## config.mk

```make
export PLATFORM = sky130hd
export DESIGN_NAME = aps_subaudio_path
export DESIGN_NICKNAME = d
export VERILOG_FILES = /design/src/common/aps_pkg.sv /design/src/common/aps_code_if.sv /design/src/hdl/aps_code_decode.sv /design/src/hdl/aps_phase_detect.sv /design/src/hdl/aps_subaudio_path.sv
export SDC_FILE = /design/constraint.sdc
export NUM_CORES = 1
export LEC_CHECK = 0
export BUFFER_PORTS_ARGS = -buffer_cell sky130_fd_sc_hd__buf_2
export CORE_MARGIN = 2
export CORE_UTILIZATION = 40
export DETAILED_ROUTE_END_ITERATION = 10
export PLACE_DENSITY = 0.72
export SETUP_SLACK_MARGIN = 0.05
export SLEW_MARGIN = 20
export SYNTH_ARGS = -nofsm -noshare
export SYNTH_HDL_FRONTEND = slang
export SYNTH_SLANG_ARGS = --single-unit
```

## constraint.sdc

```tcl
create_clock -name mclk -period 5.5 [get_ports mclk]
set_input_delay 1.1 -clock mclk [delete_from_list [all_inputs] [get_ports mclk]]
set_output_delay 1.1 -clock mclk [all_outputs]
set_load 0.02 [all_outputs]
```

## src/common/aps_pkg.sv

```systemverilog
// Package of register map, codes and constants for the analogue sub-audio and voice path
`default_nettype none
package aps_pkg;
  localparam logic [7:0]  ADDR_TX_MODE    = 8'hb5;
  localparam logic [7:0]  ADDR_RX_STATUS  = 8'hb8;
  localparam logic [7:0]  ADDR_LEVEL_CTRL = 8'hc3;
  localparam logic [15:0] RESET_WORD      = 16'h0000;
  // Sub-audio code space
  localparam logic [7:0]  DCS_NONE        = 8'h00;
  localparam logic [7:0]  DCS_LAST_STD    = 8'h53;
  localparam logic [7:0]  DCS_USER        = 8'h54;
  localparam logic [7:0]  DCS_INV_OFS     = 8'h64;
  localparam logic [7:0]  DCS_INV_USER    = 8'hb8;
  localparam logic [7:0]  CT_NONE         = 8'hc8;
  localparam logic [7:0]  CT_FIRST        = 8'hc9;
  localparam logic [7:0]  CT_LAST_STD     = 8'hfb;
  localparam logic [7:0]  CT_SPLIT_FIRST  = 8'hef;
  localparam logic [7:0]  CT_USER         = 8'hfc;
  localparam logic [7:0]  CT_PHASE        = 8'hfd;
  localparam logic [7:0]  CT_DCS_OFF      = 8'hfe;
  localparam logic [7:0]  CT_INVALID      = 8'hff;
  localparam int          NUM_CTCSS       = 51;
  localparam int          NUM_DCS         = 83;
  // Level control word: top nibble selects field, low byte is the level
  localparam int          LVL_SEL_POS     = 12;
  localparam logic [3:0]  LVL_SEL_VOICE   = 4'h1;
  localparam logic [3:0]  LVL_SEL_INBAND  = 4'h6;
  localparam logic [3:0]  LVL_SEL_SUB     = 4'h7;
  localparam logic [7:0]  LVL_RESET       = 8'h80;
  // Filter corners and turn-off tone in Hz, phase-step threshold in degrees
  localparam int          HPF_HZ          = 300;
  localparam int          NARROW_HZ       = 2550;
  localparam int          WIDE_HZ         = 3000;
  localparam int          CHEB_HZ         = 260;
  localparam int          TURNOFF_HZ      = 134;
  localparam int          PHASE_THRESH_DEG = 90;
  // Turn-off tone burst length
  localparam int          TURNOFF_US      = 150000;
  localparam int          CLK_MHZ         = 200;
  localparam int          TURNOFF_CYC     = TURNOFF_US * CLK_MHZ;
  typedef enum logic [2:0] {
    APS_SUB_NONE, APS_SUB_CTCSS, APS_SUB_DCS, APS_SUB_DCS_INV, APS_SUB_PHASE, APS_SUB_TURNOFF
  } aps_sub_e;
endpackage : aps_pkg
`default_nettype wire

```

## src/common/aps_code_if.sv

```systemverilog
// Interface carrying decoded sub-audio selections between modules
`timescale 1ns/1ps
`default_nettype none
interface aps_code_if;
  logic [7:0]         code;
  aps_pkg::aps_sub_e  kind;
  logic [6:0]         index;
  logic               split;
  modport src (output kind, output index, output split, input code);
  modport dst (input kind, input index, input split, output code);
endinterface : aps_code_if
`default_nettype wire

```

## src/hdl/aps_code_decode.sv

```systemverilog
// Classifier of a sub-audio selection value into kind and table index
`timescale 1ns/1ps
`default_nettype none
module aps_code_decode (
  aps_code_if.src cif
);
  always_comb begin
    cif.kind  = aps_pkg::APS_SUB_NONE;
    cif.index = 7'h00;
    cif.split = 1'b0;
    if (cif.code >= 8'h01 && cif.code <= aps_pkg::DCS_USER) begin
      cif.kind  = aps_pkg::APS_SUB_DCS;
      cif.index = cif.code[6:0];
    end else if (cif.code > aps_pkg::DCS_INV_OFS && cif.code <= aps_pkg::DCS_INV_USER) begin
      cif.kind  = aps_pkg::APS_SUB_DCS_INV;
      cif.index = 7'(cif.code - aps_pkg::DCS_INV_OFS);
    end else if (cif.code >= aps_pkg::CT_FIRST && cif.code <= aps_pkg::CT_USER) begin
      cif.kind  = aps_pkg::APS_SUB_CTCSS;
      cif.index = 7'(cif.code - aps_pkg::CT_NONE);
      cif.split = (cif.code >= aps_pkg::CT_SPLIT_FIRST) && (cif.code <= aps_pkg::CT_LAST_STD);
    end else if (cif.code == aps_pkg::CT_PHASE) begin
      cif.kind  = aps_pkg::APS_SUB_PHASE;
    end else if (cif.code == aps_pkg::CT_DCS_OFF) begin
      cif.kind  = aps_pkg::APS_SUB_TURNOFF;
    end
  end
endmodule : aps_code_decode
`default_nettype wire

```

## src/hdl/aps_phase_detect.sv

```systemverilog
// Detector of large sub-audio phase steps between consecutive phase samples
`timescale 1ns/1ps
`default_nettype none
module aps_phase_detect (
  input  wire logic       mclk,
  input  wire logic       sys_rst,
  input  wire logic       enable,
  input  wire logic       sample_valid,
  input  wire logic [7:0] phase,
  output logic            step
);
  typedef struct packed {
    logic [7:0] last;
    logic       primed;
    logic       step;
  } aps_pd_s;
  aps_pd_s s_q, s_d;
  logic [7:0] diff;
  assign step = s_q.step;
  always_comb begin
    s_d      = s_q;
    diff     = 8'(phase - s_q.last);
    s_d.step = 1'b0;
    if (sample_valid) begin
      s_d.last   = phase;
      s_d.primed = 1'b1;
      // Phase is 256 counts per turn: beyond 64 counts either way is over a quarter turn
      if (enable && s_q.primed && diff > 8'h40 && diff < 8'hc0) s_d.step = 1'b1;
    end
    if (!enable) s_d.primed = 1'b0;
  end
  always_ff @(posedge mclk) begin
    if (sys_rst) s_q <= '0;
    else s_q <= s_d;
  end
endmodule : aps_phase_detect
`default_nettype wire

```

## src/hdl/aps_subaudio_path.sv

```systemverilog
// Analogue sub-audio and voice path control: registers, filter select, sub-audio tx/rx control
`timescale 1ns/1ps
`default_nettype none
module aps_subaudio_path (
  input  wire logic        mclk,
  input  wire logic        sys_rst,
  // Register port
  input  wire logic        reg_wr,
  input  wire logic        reg_rd,
  input  wire logic [7:0]  reg_addr,
  input  wire logic [15:0] reg_wdata,
  output logic [15:0]      reg_rdata,
  // Mode and program-block parameters
  input  wire logic        tx_mode,
  input  wire logic        iq_rx_mode,
  input  wire logic        digital_request,
  input  wire logic        wide_channel_select_bit,
  input  wire logic        phase_change_detect_enable,
  input  wire logic        hpf_enable,
  input  wire logic        agc_enable,
  input  wire logic [15:0] agc_threshold_param,
  input  wire logic [15:0] agc_maxgain_decay_param,
  input  wire logic [15:0] limiter_threshold_param,
  input  wire logic [15:0] subtone_detect_bandwidth_param,
  input  wire logic [15:0] dcs_bessel_param,
  input  wire logic        tail_invert_request,
  // Sub-audio detector results, from the receive datapath
  input  wire logic        rx_det_valid,
  input  wire logic [7:0]  rx_det_code,
  input  wire logic        rx_phase_valid,
  input  wire logic [7:0]  rx_phase,
  // Datapath control
  output logic             sub_gen_enable,
  output logic             sub_gen_is_dcs,
  output logic             sub_gen_dcs_invert,
  output logic [6:0]       sub_gen_index,
  output logic             sub_gen_phase_step,
  output logic             sub_gen_turnoff_tone,
  output logic             sub_det_enable,
  output logic             sub_filter_chebyshev,
  output logic [15:0]      sub_filter_param,
  output logic [15:0]      sub_det_bandwidth,
  output logic             sub_det_split_warn,
  output logic             chan_filter_wide,
  output logic [11:0]      chan_rolloff_hz,
  output logic             hpf_active,
  output logic             emphasis_tx_pre,
  output logic             emphasis_rx_de,
  output logic             inband_gen_enable,
  output logic [15:0]      limiter_threshold,
  output logic             anti_splatter_enable,
  output logic             agc_active,
  output logic [15:0]      agc_threshold,
  output logic [15:0]      agc_maxgain_decay,
  output logic [7:0]       level_voice,
  output logic [7:0]       level_inband,
  output logic [7:0]       level_subaudio,
  output logic             modulator_outputs_invert,
  output logic             digital_inhibit,
  output logic             parallel_mode_allowed
);
  typedef struct packed {
    logic [7:0]  tx_code;
    logic [7:0]  rx_code;
    logic [7:0]  lvl_voice;
    logic [7:0]  lvl_inband;
    logic [7:0]  lvl_sub;
    logic        phase_step;
    logic        turnoff;
    logic [31:0] turnoff_cnt;
    logic        invert;
    logic [15:0] rdata;
    logic        inhibit;
  } aps_top_s;
  aps_top_s s_q, s_d;
  aps_code_if tx_if ();
  aps_code_if rx_if ();
  logic       pd_step;
  logic       is_ctcss;
  logic       is_dcs;
  logic       wr_level;
  assign tx_if.code = s_q.tx_code;
  assign rx_if.code = s_q.rx_code;
  aps_code_decode u_tx_dec (
    .cif (tx_if)
  );
  aps_code_decode u_rx_dec (
    .cif (rx_if)
  );
  aps_phase_detect u_phase (
    .mclk         (mclk),
    .sys_rst      (sys_rst),
    .enable       (phase_change_detect_enable && !tx_mode),
    .sample_valid (rx_phase_valid),
    .phase        (rx_phase),
    .step         (pd_step)
  );
  assign is_ctcss = (tx_if.kind == aps_pkg::APS_SUB_CTCSS);
  assign is_dcs   = (tx_if.kind == aps_pkg::APS_SUB_DCS) || (tx_if.kind == aps_pkg::APS_SUB_DCS_INV);
  assign wr_level = reg_wr && (reg_addr == aps_pkg::ADDR_LEVEL_CTRL);
  always_comb begin
    s_d            = s_q;
    s_d.phase_step = 1'b0;
    if (wr_level) begin
      unique case (reg_wdata[aps_pkg::LVL_SEL_POS +: 4])
        aps_pkg::LVL_SEL_VOICE:  s_d.lvl_voice  = reg_wdata[7:0];
        aps_pkg::LVL_SEL_INBAND: s_d.lvl_inband = reg_wdata[7:0];
        aps_pkg::LVL_SEL_SUB:    s_d.lvl_sub    = reg_wdata[7:0];
        default: ;
      endcase
      if (tx_mode && is_ctcss) s_d.phase_step = 1'b1;
    end
    // Turn-off tone runs for a fixed burst after the selection asks for it
    if (tx_mode && tx_if.kind == aps_pkg::APS_SUB_TURNOFF && s_q.turnoff_cnt < 32'(aps_pkg::TURNOFF_CYC)) begin
      s_d.turnoff     = 1'b1;
      s_d.turnoff_cnt = s_q.turnoff_cnt + 32'd1;
    end else begin
      s_d.turnoff = 1'b0;
    end
    // Placed after the burst logic so a new selection also stops a running burst and clears its count
    if (reg_wr && reg_addr == aps_pkg::ADDR_TX_MODE) begin
      s_d.tx_code = reg_wdata[7:0];
      s_d.turnoff     = 1'b0;
      s_d.turnoff_cnt = '0;
    end
    s_d.invert = tx_mode && tail_invert_request;
    // Detected code latched from the datapath; a phase step overrides it
    if (!tx_mode && rx_det_valid) s_d.rx_code = rx_det_code;
    if (pd_step) s_d.rx_code = aps_pkg::CT_PHASE;
    s_d.rdata = (reg_rd && reg_addr == aps_pkg::ADDR_RX_STATUS) ? {8'h00, s_d.rx_code} : 16'h0000;
    s_d.inhibit = wide_channel_select_bit && iq_rx_mode;
  end
  always_ff @(posedge mclk) begin
    if (sys_rst) begin
      s_q            <= '0;
      s_q.rx_code    <= aps_pkg::CT_INVALID;
      s_q.lvl_voice  <= aps_pkg::LVL_RESET;
      s_q.lvl_inband <= aps_pkg::LVL_RESET;
      s_q.lvl_sub    <= aps_pkg::LVL_RESET;
    end else begin
      s_q <= s_d;
    end
  end
  // Generator control; unknown codes decode to no sub-audio
  assign sub_gen_enable       = tx_mode && (is_ctcss || is_dcs);
  assign sub_gen_is_dcs       = is_dcs;
  assign sub_gen_dcs_invert   = (tx_if.kind == aps_pkg::APS_SUB_DCS_INV);
  assign sub_gen_index        = tx_if.index;
  assign sub_gen_phase_step   = s_q.phase_step;
  assign sub_gen_turnoff_tone = s_q.turnoff;
  assign sub_det_enable       = !tx_mode;
  // Filter follows the active sub-audio kind; detector side follows the configured code
  assign sub_filter_chebyshev = tx_mode ? is_ctcss : (s_q.tx_code >= aps_pkg::CT_NONE);
  assign sub_filter_param     = dcs_bessel_param;
  assign sub_det_bandwidth    = subtone_detect_bandwidth_param;
  assign sub_det_split_warn   = tx_if.split;
  assign chan_filter_wide     = wide_channel_select_bit;
  assign chan_rolloff_hz      = wide_channel_select_bit ? 12'(aps_pkg::WIDE_HZ) : 12'(aps_pkg::NARROW_HZ);
  assign hpf_active           = hpf_enable;
  assign emphasis_tx_pre      = tx_mode;
  assign emphasis_rx_de       = !tx_mode;
  assign inband_gen_enable    = 1'b1;
  assign limiter_threshold    = limiter_threshold_param;
  assign anti_splatter_enable = tx_mode;
  assign agc_active           = agc_enable && tx_mode;
  assign agc_threshold        = agc_threshold_param;
  assign agc_maxgain_decay    = agc_maxgain_decay_param;
  assign level_voice          = s_q.lvl_voice;
  assign level_inband         = s_q.lvl_inband;
  assign level_subaudio       = s_q.lvl_sub;
  assign modulator_outputs_invert = s_q.invert;
  assign digital_inhibit      = s_q.inhibit;
  assign parallel_mode_allowed = !wide_channel_select_bit && digital_request;
  assign reg_rdata            = s_q.rdata;
endmodule : aps_subaudio_path
`default_nettype wire

```

Word-level counts from Yosys, hierarchy flattened
Cells that the tools add are included.
{ "classes": {"bitwise": 4, "magnitude_cmp": 12, "eq_ne": 12, "mux": 18, "n_reduce_logical": 32, "add_sub_neg": 4} }
{ "ops": {"columns": ["op", "n"], "rows": [
  ["== test 8 bit, second input constant", 5],
  ["adder 32 x 1 -> 32 bit, second input constant", 1],
  ["< comparator 32 x 25 -> 1 bit, second input constant", 1],
  [">= comparator 8 bit, second input constant", 3],
  ["<= comparator 8 bit, second input constant", 3],
  ["2-to-1 mux 7 bit", 3],
  ["logical AND 1 bit", 20],
  ["> comparator 8 x 7 -> 1 bit, second input constant", 2],
  ["2-to-1 mux 8 bit", 2],
  ["2-to-1 mux 3 bit", 5],
  ["subtractor 7 bit, second input constant", 2],
  ["2-to-1 mux 10 bit", 1],
  ["OR reduction 2 bit", 5],
  ["== test 4 x 3 -> 1 bit, second input constant", 2],
  [">= comparator 8 x 1 -> 1 bit, second input constant", 1],
  ["<= comparator 8 x 7 -> 1 bit, second input constant", 1],
  ["< comparator 8 bit, second input constant", 1],
  ["subtractor 8 bit", 1],
  ["2-to-1 mux 1 bit", 7],
  ["== test 3 x 2 -> 1 bit, second input constant", 2],
  ["AND reduction 2 bit", 3],
  ["== test 4 x 1 -> 1 bit, second input constant", 1],
  ["NOT 1 bit", 4],
  ["== test 3 x 1 -> 1 bit, second input constant", 1],
  ["other kinds (3)", 5]
]} }
{ "word_totals": {"word_cells": 97, "ff_bits": 102, "output_inout_bits": 157} }

Depth between registers and ports, before layout
Gate-level depths: netlist (run 1).
{ "logic_depth": {"word_depth": 10, "mapped_depth": 10, "depth_no_buf": 10} }

Hierarchy
A second synthesis (run 1) with hierarchy kept.
{ "hier_totals": {"hier_cells": 655, "hier_area_um2": 5738.0} }
{ "by_module_without_submodules": {"columns": ["module", "cells_each", "instances", "seq_area_each_um2", "area_each_um2"], "rows": [
  ["aps_subaudio_path", 494, 1, 1681.6, 4435.5],
  ["aps_phase_detect", 85, 1, 200.2, 739.5],
  ["aps_code_decode", 76, 1, 0.0, 563.0]
]} }

Worst setup path before layout (run 1)
No wires, ideal clock.
{ "synth_path": {"path_type": "reg2out", "startpoint": "reg s_q (netlist bit tx_if.code[3])", "endpoint": "out sub_gen_index[5]", "slack_ps": 2340, "t_arrival_ps": 2060, "path_buffers": 0, "stages_incl_launch_ff": 10, "path_cell_list": "dfxtp_1 inv_1 ha_1 nor3b_1 o21ai_0 a22oi_2 inv_1 nand3_1 o21ai_0 a221o_1"} }
{ "synth_via": {"elab_chain_cells": 5, "word_cells_on_any_way": 14, "classes_between": "add/sub: 2; order compare: 6; mux: 3; reduce/logical: 3"} }
{ "synth_rtl": {"columns": ["element", "line", "source"], "rows": [
  ["start, declared", "aps_subaudio_path.sv:75", "aps_top_s s_q, s_d;"],
  [">= comparator 8 bit / <= comparator 8 bit (equally long branches)", "aps_code_decode.sv:17", "end else if (cif.code >= aps_pkg::CT_FIRST && cif.code <= aps_pkg::CT_USER) begin"],
  ["logical AND 1 bit", "aps_code_decode.sv:17", null],
  ["2-to-1 mux 7 bit", "aps_code_decode.sv:17", null],
  ["2-to-1 mux 7 bit", "aps_code_decode.sv:14", "end else if (cif.code > aps_pkg::DCS_INV_OFS && cif.code <= aps_pkg::DCS_INV_USER) begin"],
  ["2-to-1 mux 7 bit *", "aps_code_decode.sv:11", "if (cif.code >= 8'h01 && cif.code <= aps_pkg::DCS_USER) begin"],
  ["end, declared", "aps_subaudio_path.sv:36", "output logic [6:0] sub_gen_index,"]
]} }
Every way passes the cells marked *; elsewhere a longest branch is shown, timed or not.

Worst setup path after layout (run 1)
Same ends and word-level chain as after synthesis.

==> reports/metrics.csv, run 1 <==
metric,value,unit
status,"finished, final reports clean",
FP Rows,42,
Core ar.,0.0133,sq mm
Crit. End Element,output port,
gr ovfl total,0,
Max-slew headroom,38.3,%
GRT Resource Usage Total,14.7,%
Die Wd,121,microns
most instantiated cells after synthesis,"buf_4, dfxtp_1, nor2_1",
crit path DAT,2.68,ns
"Setup violations, final",0,
CTS tree,built,
required time worst endpoint,4.40,ns
CTS Hold Bufs,0,
Synth area leader,dfxtp_1,
initial antenna violation count,1,
fin crit share,68.7,%
GP Congestion,0.828,
DIE HEIGHT,121,microns
first-iteration detailed-routing DRC count,192,
most common cell in the netlist,buf_4,
Port Buffers,108,
Yosys reg bits,94,
P per Cell Area,257,mW/mm^2
pre-CTS WS,2.11,ns
P_leak,2.51,nW
crit path time final,3.78,ns
Final Core Density,41.1,%
Post-Syn Area,0.00548,sq mm
post-cts resize count,0,
Pins Over Slew Limit,0,
achievable clock frequency,265,MHz
final hold viol count,0,
fraction of registers with async set/reset,0,%
Post-CTS Setup Repair Bufs,0,
Final nets,755,
total CTS buffers,9,
Startpoint Class,register,
clock root buffer master,clkbuf_16,
Clock Skews,0.00547,ns
Synth Flop Type,dfxtp_1,
DRT Wirelength,10.8,mm
Initial Util,41.2,%
clock latency on the worst-skew pair,0.34,ns
highest ir drop seen on vdd,0.000168,V
Syn. warnings,0,
Final WS setup,1.72,ns
first-pass GRT wire length,17.1,mm
share of layout cells above drive strength 1,22.3,%
Hold Slack,0.450,ns
number of flops mapped to enable cells by yosys,0,
Cells after Synth,627,
top-area cell type share of the netlist area,34.3,%
clock-pin slew on the worst setup and hold paths,0.06,ns
MaxCap Viol Count,0,
Vias,3926,
crit path kind,register to output port,
largest net degree at the start of global routing,51,
clock sink count,94,
number of global-route vias before repair,3574,
"top cells by area, synth","dfxtp_1, buf_4, mux2i_1",
crit-path max FO,8,
ANT nets after route,0,
drc violations,0,
Bufs on Longest Clock Path,2,
total I/O pin count,291,
post-DP HPWL,8.02,mm
Total Die Area,0.0147,sq mm
vias per std cell,4.99,
Fin Setup TNS,0,ns
"Seq/Total Area, Yosys",34.3,%
Worst-Margin Slew,0.925,ns
Netlist cell types,63,
Syn Area/Cell,8.74,sq um
unrepaired setup endpoints after global routing,no,
Min-Delay Path Class,register to register,
DR pass1 iterations,4,
drt wl/cell,13.7,microns
CTS H-Tree Depth,3,
Area Overhead vs Synth,-0.388,%
area by class of cell:
type	count	area [sq um]
fill	1335	7840
multi-input combinational	370	2450
sequential	94	1880
timing repair buffer	109	548
clock buffer	12	236
tap	176	220
inverter	20	75.1
clock inverter	4	47.5
antenna	1	2.50
placed cells by master, fill, tap and decap left out, drive strengths merged, types with 12 or more instances in the layout:
cell type / netlist / layout
nand4: 14 / 14
buf: 145 / 109
nand3: 13 / 13
and2: 13 / 13
clkbuf: 12 / 12
mux2i: 49 / 49
dfxtp: 94 / 94
nor2: 60 / 60
or3: 18 / 18
inv: 20 / 20
a21oi: 27 / 27
conb: 2 / 16
ha: 16 / 16
o21ai: 26 / 26
nand2: 32 / 32
power breakdown:
part | switching (mW) | internal (mW) | total, mW
logic | 0.0694 | 0.0452 | 0.115
registers | 0.00288 | 0.688 | 0.691
clock network | 0.246 | 0.351 | 0.597
logic make-up (layout without fill, tap and decap cells):
kind of cell             after synthesis  after routing  share of synthesized area, %
multiplexers                          49             49                          8.95
flip-flops                            94             94                          34.3
other                                  2             17                         0.137
XOR/XNOR                              11             11                          1.89
buffers and inverters                177            145                          22.0
AND/OR/NAND/NOR                      192            192                          19.2
adder cells (fa/ha/maj)               17             17                          4.02
AO/OA/AOI/OAI                         85             85                          9.48
layer usage:
metal  track usage (%)  routed length [microns]  up-vias
met4              4.36                      129        0
met5                 0                        0        -
met1              17.9                     4730     1802
met3              6.25                      893       16
met2              23.5                     5050      151
li1                  -                        -     1957
flip-flops by register name, indices dropped and copies added (netlist names), 8 cells and up:
register and count:
u_phase.s_q 9, reg_rdata 8, level_inband 8, tx_if.code 8, level_voice 8, level_subaudio 8, s_q 32, rx_if.code 8
critical path: stages, from the launching register on:
cell and delay [ns]:
dfxtp_1 0.39, inv_1 0.23, ha_1 0.20, nor3b_1 0.16, o21ai_0 0.12, a22oi_2 0.37, inv_1 0.15, nand3_1 0.11
o21ai_0 0.09, a221o_1 0.36, buf_2 0.16
metrics by stage:
step	area (sq um)	instances	total power, mW
after floorplan	5530	641	0.879
after global placement	5170	769	0.821
after detailed placement	5170	769	0.822
after CTS	5460	785	1.42
after global routing	5460	785	1.46
final	5460	786	1.40
worst paths after layout:
kind / cells after the start / slack, ns / from / to
max: 10 / 1.72 / tx_if.code[3]$_SDFFE_PP0P_ / sub_gen_index[5]
min: 1 / 0.45 / u_phase.s_q[1]$_SDFFE_PP0P_ / u_phase.s_q[1]$_SDFFE_PP0P_
min reg2reg: 1 / 0.45 / u_phase.s_q[1]$_SDFFE_PP0P_ / u_phase.s_q[1]$_SDFFE_PP0P_
max reg2reg: 7 / 2.83 / tx_if.code[2]$_SDFFE_PP0P_ / s_q[39]$_SDFFE_PP0P_
Power figures use the tool's default switching activity.
==> inputs of run 2 (changes only) <==
Clock period 5.5 ns to 3.8 ns, I/O delays scaled along.
==> reports/metrics.csv, run 2 (synthesized netlist as in run 1, its figures left out) <==
metric,value,unit
combinational share of power,8.1,%
DR pass1 iterations,4,
crit-path max FO,8,
Area Overhead vs Synth,0.137,%
Biggest register,s_q,
status,"finished, final reports clean",
GP Congestion,0.796,
Fin Setup TNS,0,ns
MaxCap Viol Count,0,
CTS Hold Bufs,0,
CP bufs+invs,3,
clock root buffer master,clkbuf_16,
Final nets,758,
largest net degree at the start of global routing,51,
clock latency on the worst-skew pair,0.34,ns
crit path DAT,2.62,ns
Max-slew headroom,38.5,%
crit path kind,register to output port,
Startpoint Class,register,
unrepaired setup endpoints after global routing,no,
Sw Pwr,463,uW
share of layout cells above drive strength 1,22.9,%
"commonest non-fill, non-tap cell in the layout",buf_2,
drt wl/cell,14.2,microns
Bufs on Longest Clock Path,2,
Final Core Density,41.3,%
achievable clock frequency,296,MHz
total power,2.05,mW
DRT Wirelength,11.2,mm
first-iteration detailed-routing DRC count,259,
clock-pin slew on the worst setup and hold paths,0.06,ns
Hold Slack,0.450,ns
total I/O pin count,291,
post-cts resize count,0,
drc violations,0,
CP Cell Sequence,"inv_1, ha_1, nor3b_1, o21ai_0, a22oi_2, inv_1, nand3_1, o21ai_0, a221o_1, buf_2",
DIE HEIGHT,121,microns
initial antenna violation count,1,
ANT nets after route,0,
P_leak,2.53,nW
first-pass GRT wire length,17.6,mm
Final WS setup,0.424,ns
Slowest Stage Delay on Critical Path,0.39,ns
P per Cell Area,373,mW/mm^2
gr ovfl total,0,
Crit. End Element,output port,
crit path time final,3.38,ns
fin crit share,88.8,%
most frequent cells in the layout,"buf_2, dfxtp_1, nor2_1",
clock sink count,94,
Vias,3968,
Core ar.,0.0133,sq mm
top flop regs,"s_q x32, u_phase.s_q x9",
Pins Over Slew Limit,0,
vias per std cell,5.04,
slowest cell on the critical path,dfxtp_1,
Clock Skews,0.00675,ns
number of global-route vias before repair,3664,
Die Wd,121,microns
Sw Share,22.6,%
GRT Resource Usage Total,15.0,%
Flop pwr share,48.9,%
required time worst endpoint,3.04,ns
Total Die Area,0.0147,sq mm
Min-Delay Path Class,register to register,
max reg flops,32,
CTS H-Tree Depth,3,
post-DP HPWL,8.14,mm
"Setup violations, final",0,
Port Buffers,108,
Clk pwr share,43.0,%
Initial Util,41.2,%
Post-CTS Setup Repair Bufs,0,
FP Rows,42,
CTS tree,built,
Pint,1.58,mW
highest ir drop seen on vdd,0.000339,V
pre-CTS WS,0.741,ns
Worst-Margin Slew,0.923,ns
final hold viol count,0,
total CTS buffers,9,
Crit path max-delay family,compound AO/OA/AOI/OAI gates,
[run 2: cell count changes in the layout (fill, tap and decap cells not counted), sizes merged]
cell and delta:
clkbuf -1, buf +3
[run 2: power groups by stage]
stage               logic (mW)  clock network (mW)  registers (mW)
floorplan                0.250                   0            1.02
global placement         0.167                   0            1.02
detailed placement       0.167                   0            1.02
CTS                      0.168               0.904            1.00
global route             0.187               0.940            1.00
finish                   0.166               0.880            1.00
[run 2: area by class of cell]
type	instances	area, sq um
timing repair buffer	112	571
antenna	1	2.50
tap	176	220
sequential	94	1880
multi-input combinational	370	2450
clock buffer	11	243
inverter	20	75.1
fill	1341	7810
clock inverter	4	47.5
[run 2: per-layer routing]
| layer | global-route usage [%] | part of all wire, % | vias up |
|---|---|---|---|
| li1 | - | - | 1950 |
| met1 | 17.7 | 41 | 1829 |
| met2 | 25.1 | 49 | 169 |
| met3 | 6.34 | 8.6 | 20 |
| met4 | 3.71 | 1.3 | 0 |
| met5 | 0 | 0 | - |
[run 2: final timing paths]
| path | start | endpoint | slack (ns) | cells past startpoint |
|---|---|---|---|---|
| max reg2reg | tx_if.code[2]$_SDFFE_PP0P_ | s_q[39]$_SDFFE_PP0P_ | 1.16 | 7 |
| min reg2reg | u_phase.s_q[1]$_SDFFE_PP0P_ | u_phase.s_q[1]$_SDFFE_PP0P_ | 0.45 | 1 |
| max | tx_if.code[3]$_SDFFE_PP0P_ | sub_gen_index[5] | 0.42 | 10 |
| min | u_phase.s_q[1]$_SDFFE_PP0P_ | u_phase.s_q[1]$_SDFFE_PP0P_ | 0.45 | 1 |
[run 2: worst reg2reg max path, delay by kind of cell, from the launching register on]
family	cells	cell delay [ns]
flops	1	0.39
fa+ha+maj	1	0.33
simple gates	5	1.71
compound gates	1	0.14
[run 2: stage by stage]
stage,std cells,cell area (sq um)
2_1_floorplan,641,5530
3_3_place_gp,769,5170
3_5_place_dp,769,5170
4_1_cts,784,5460
5_1_grt,787,5490
6_report,788,5490
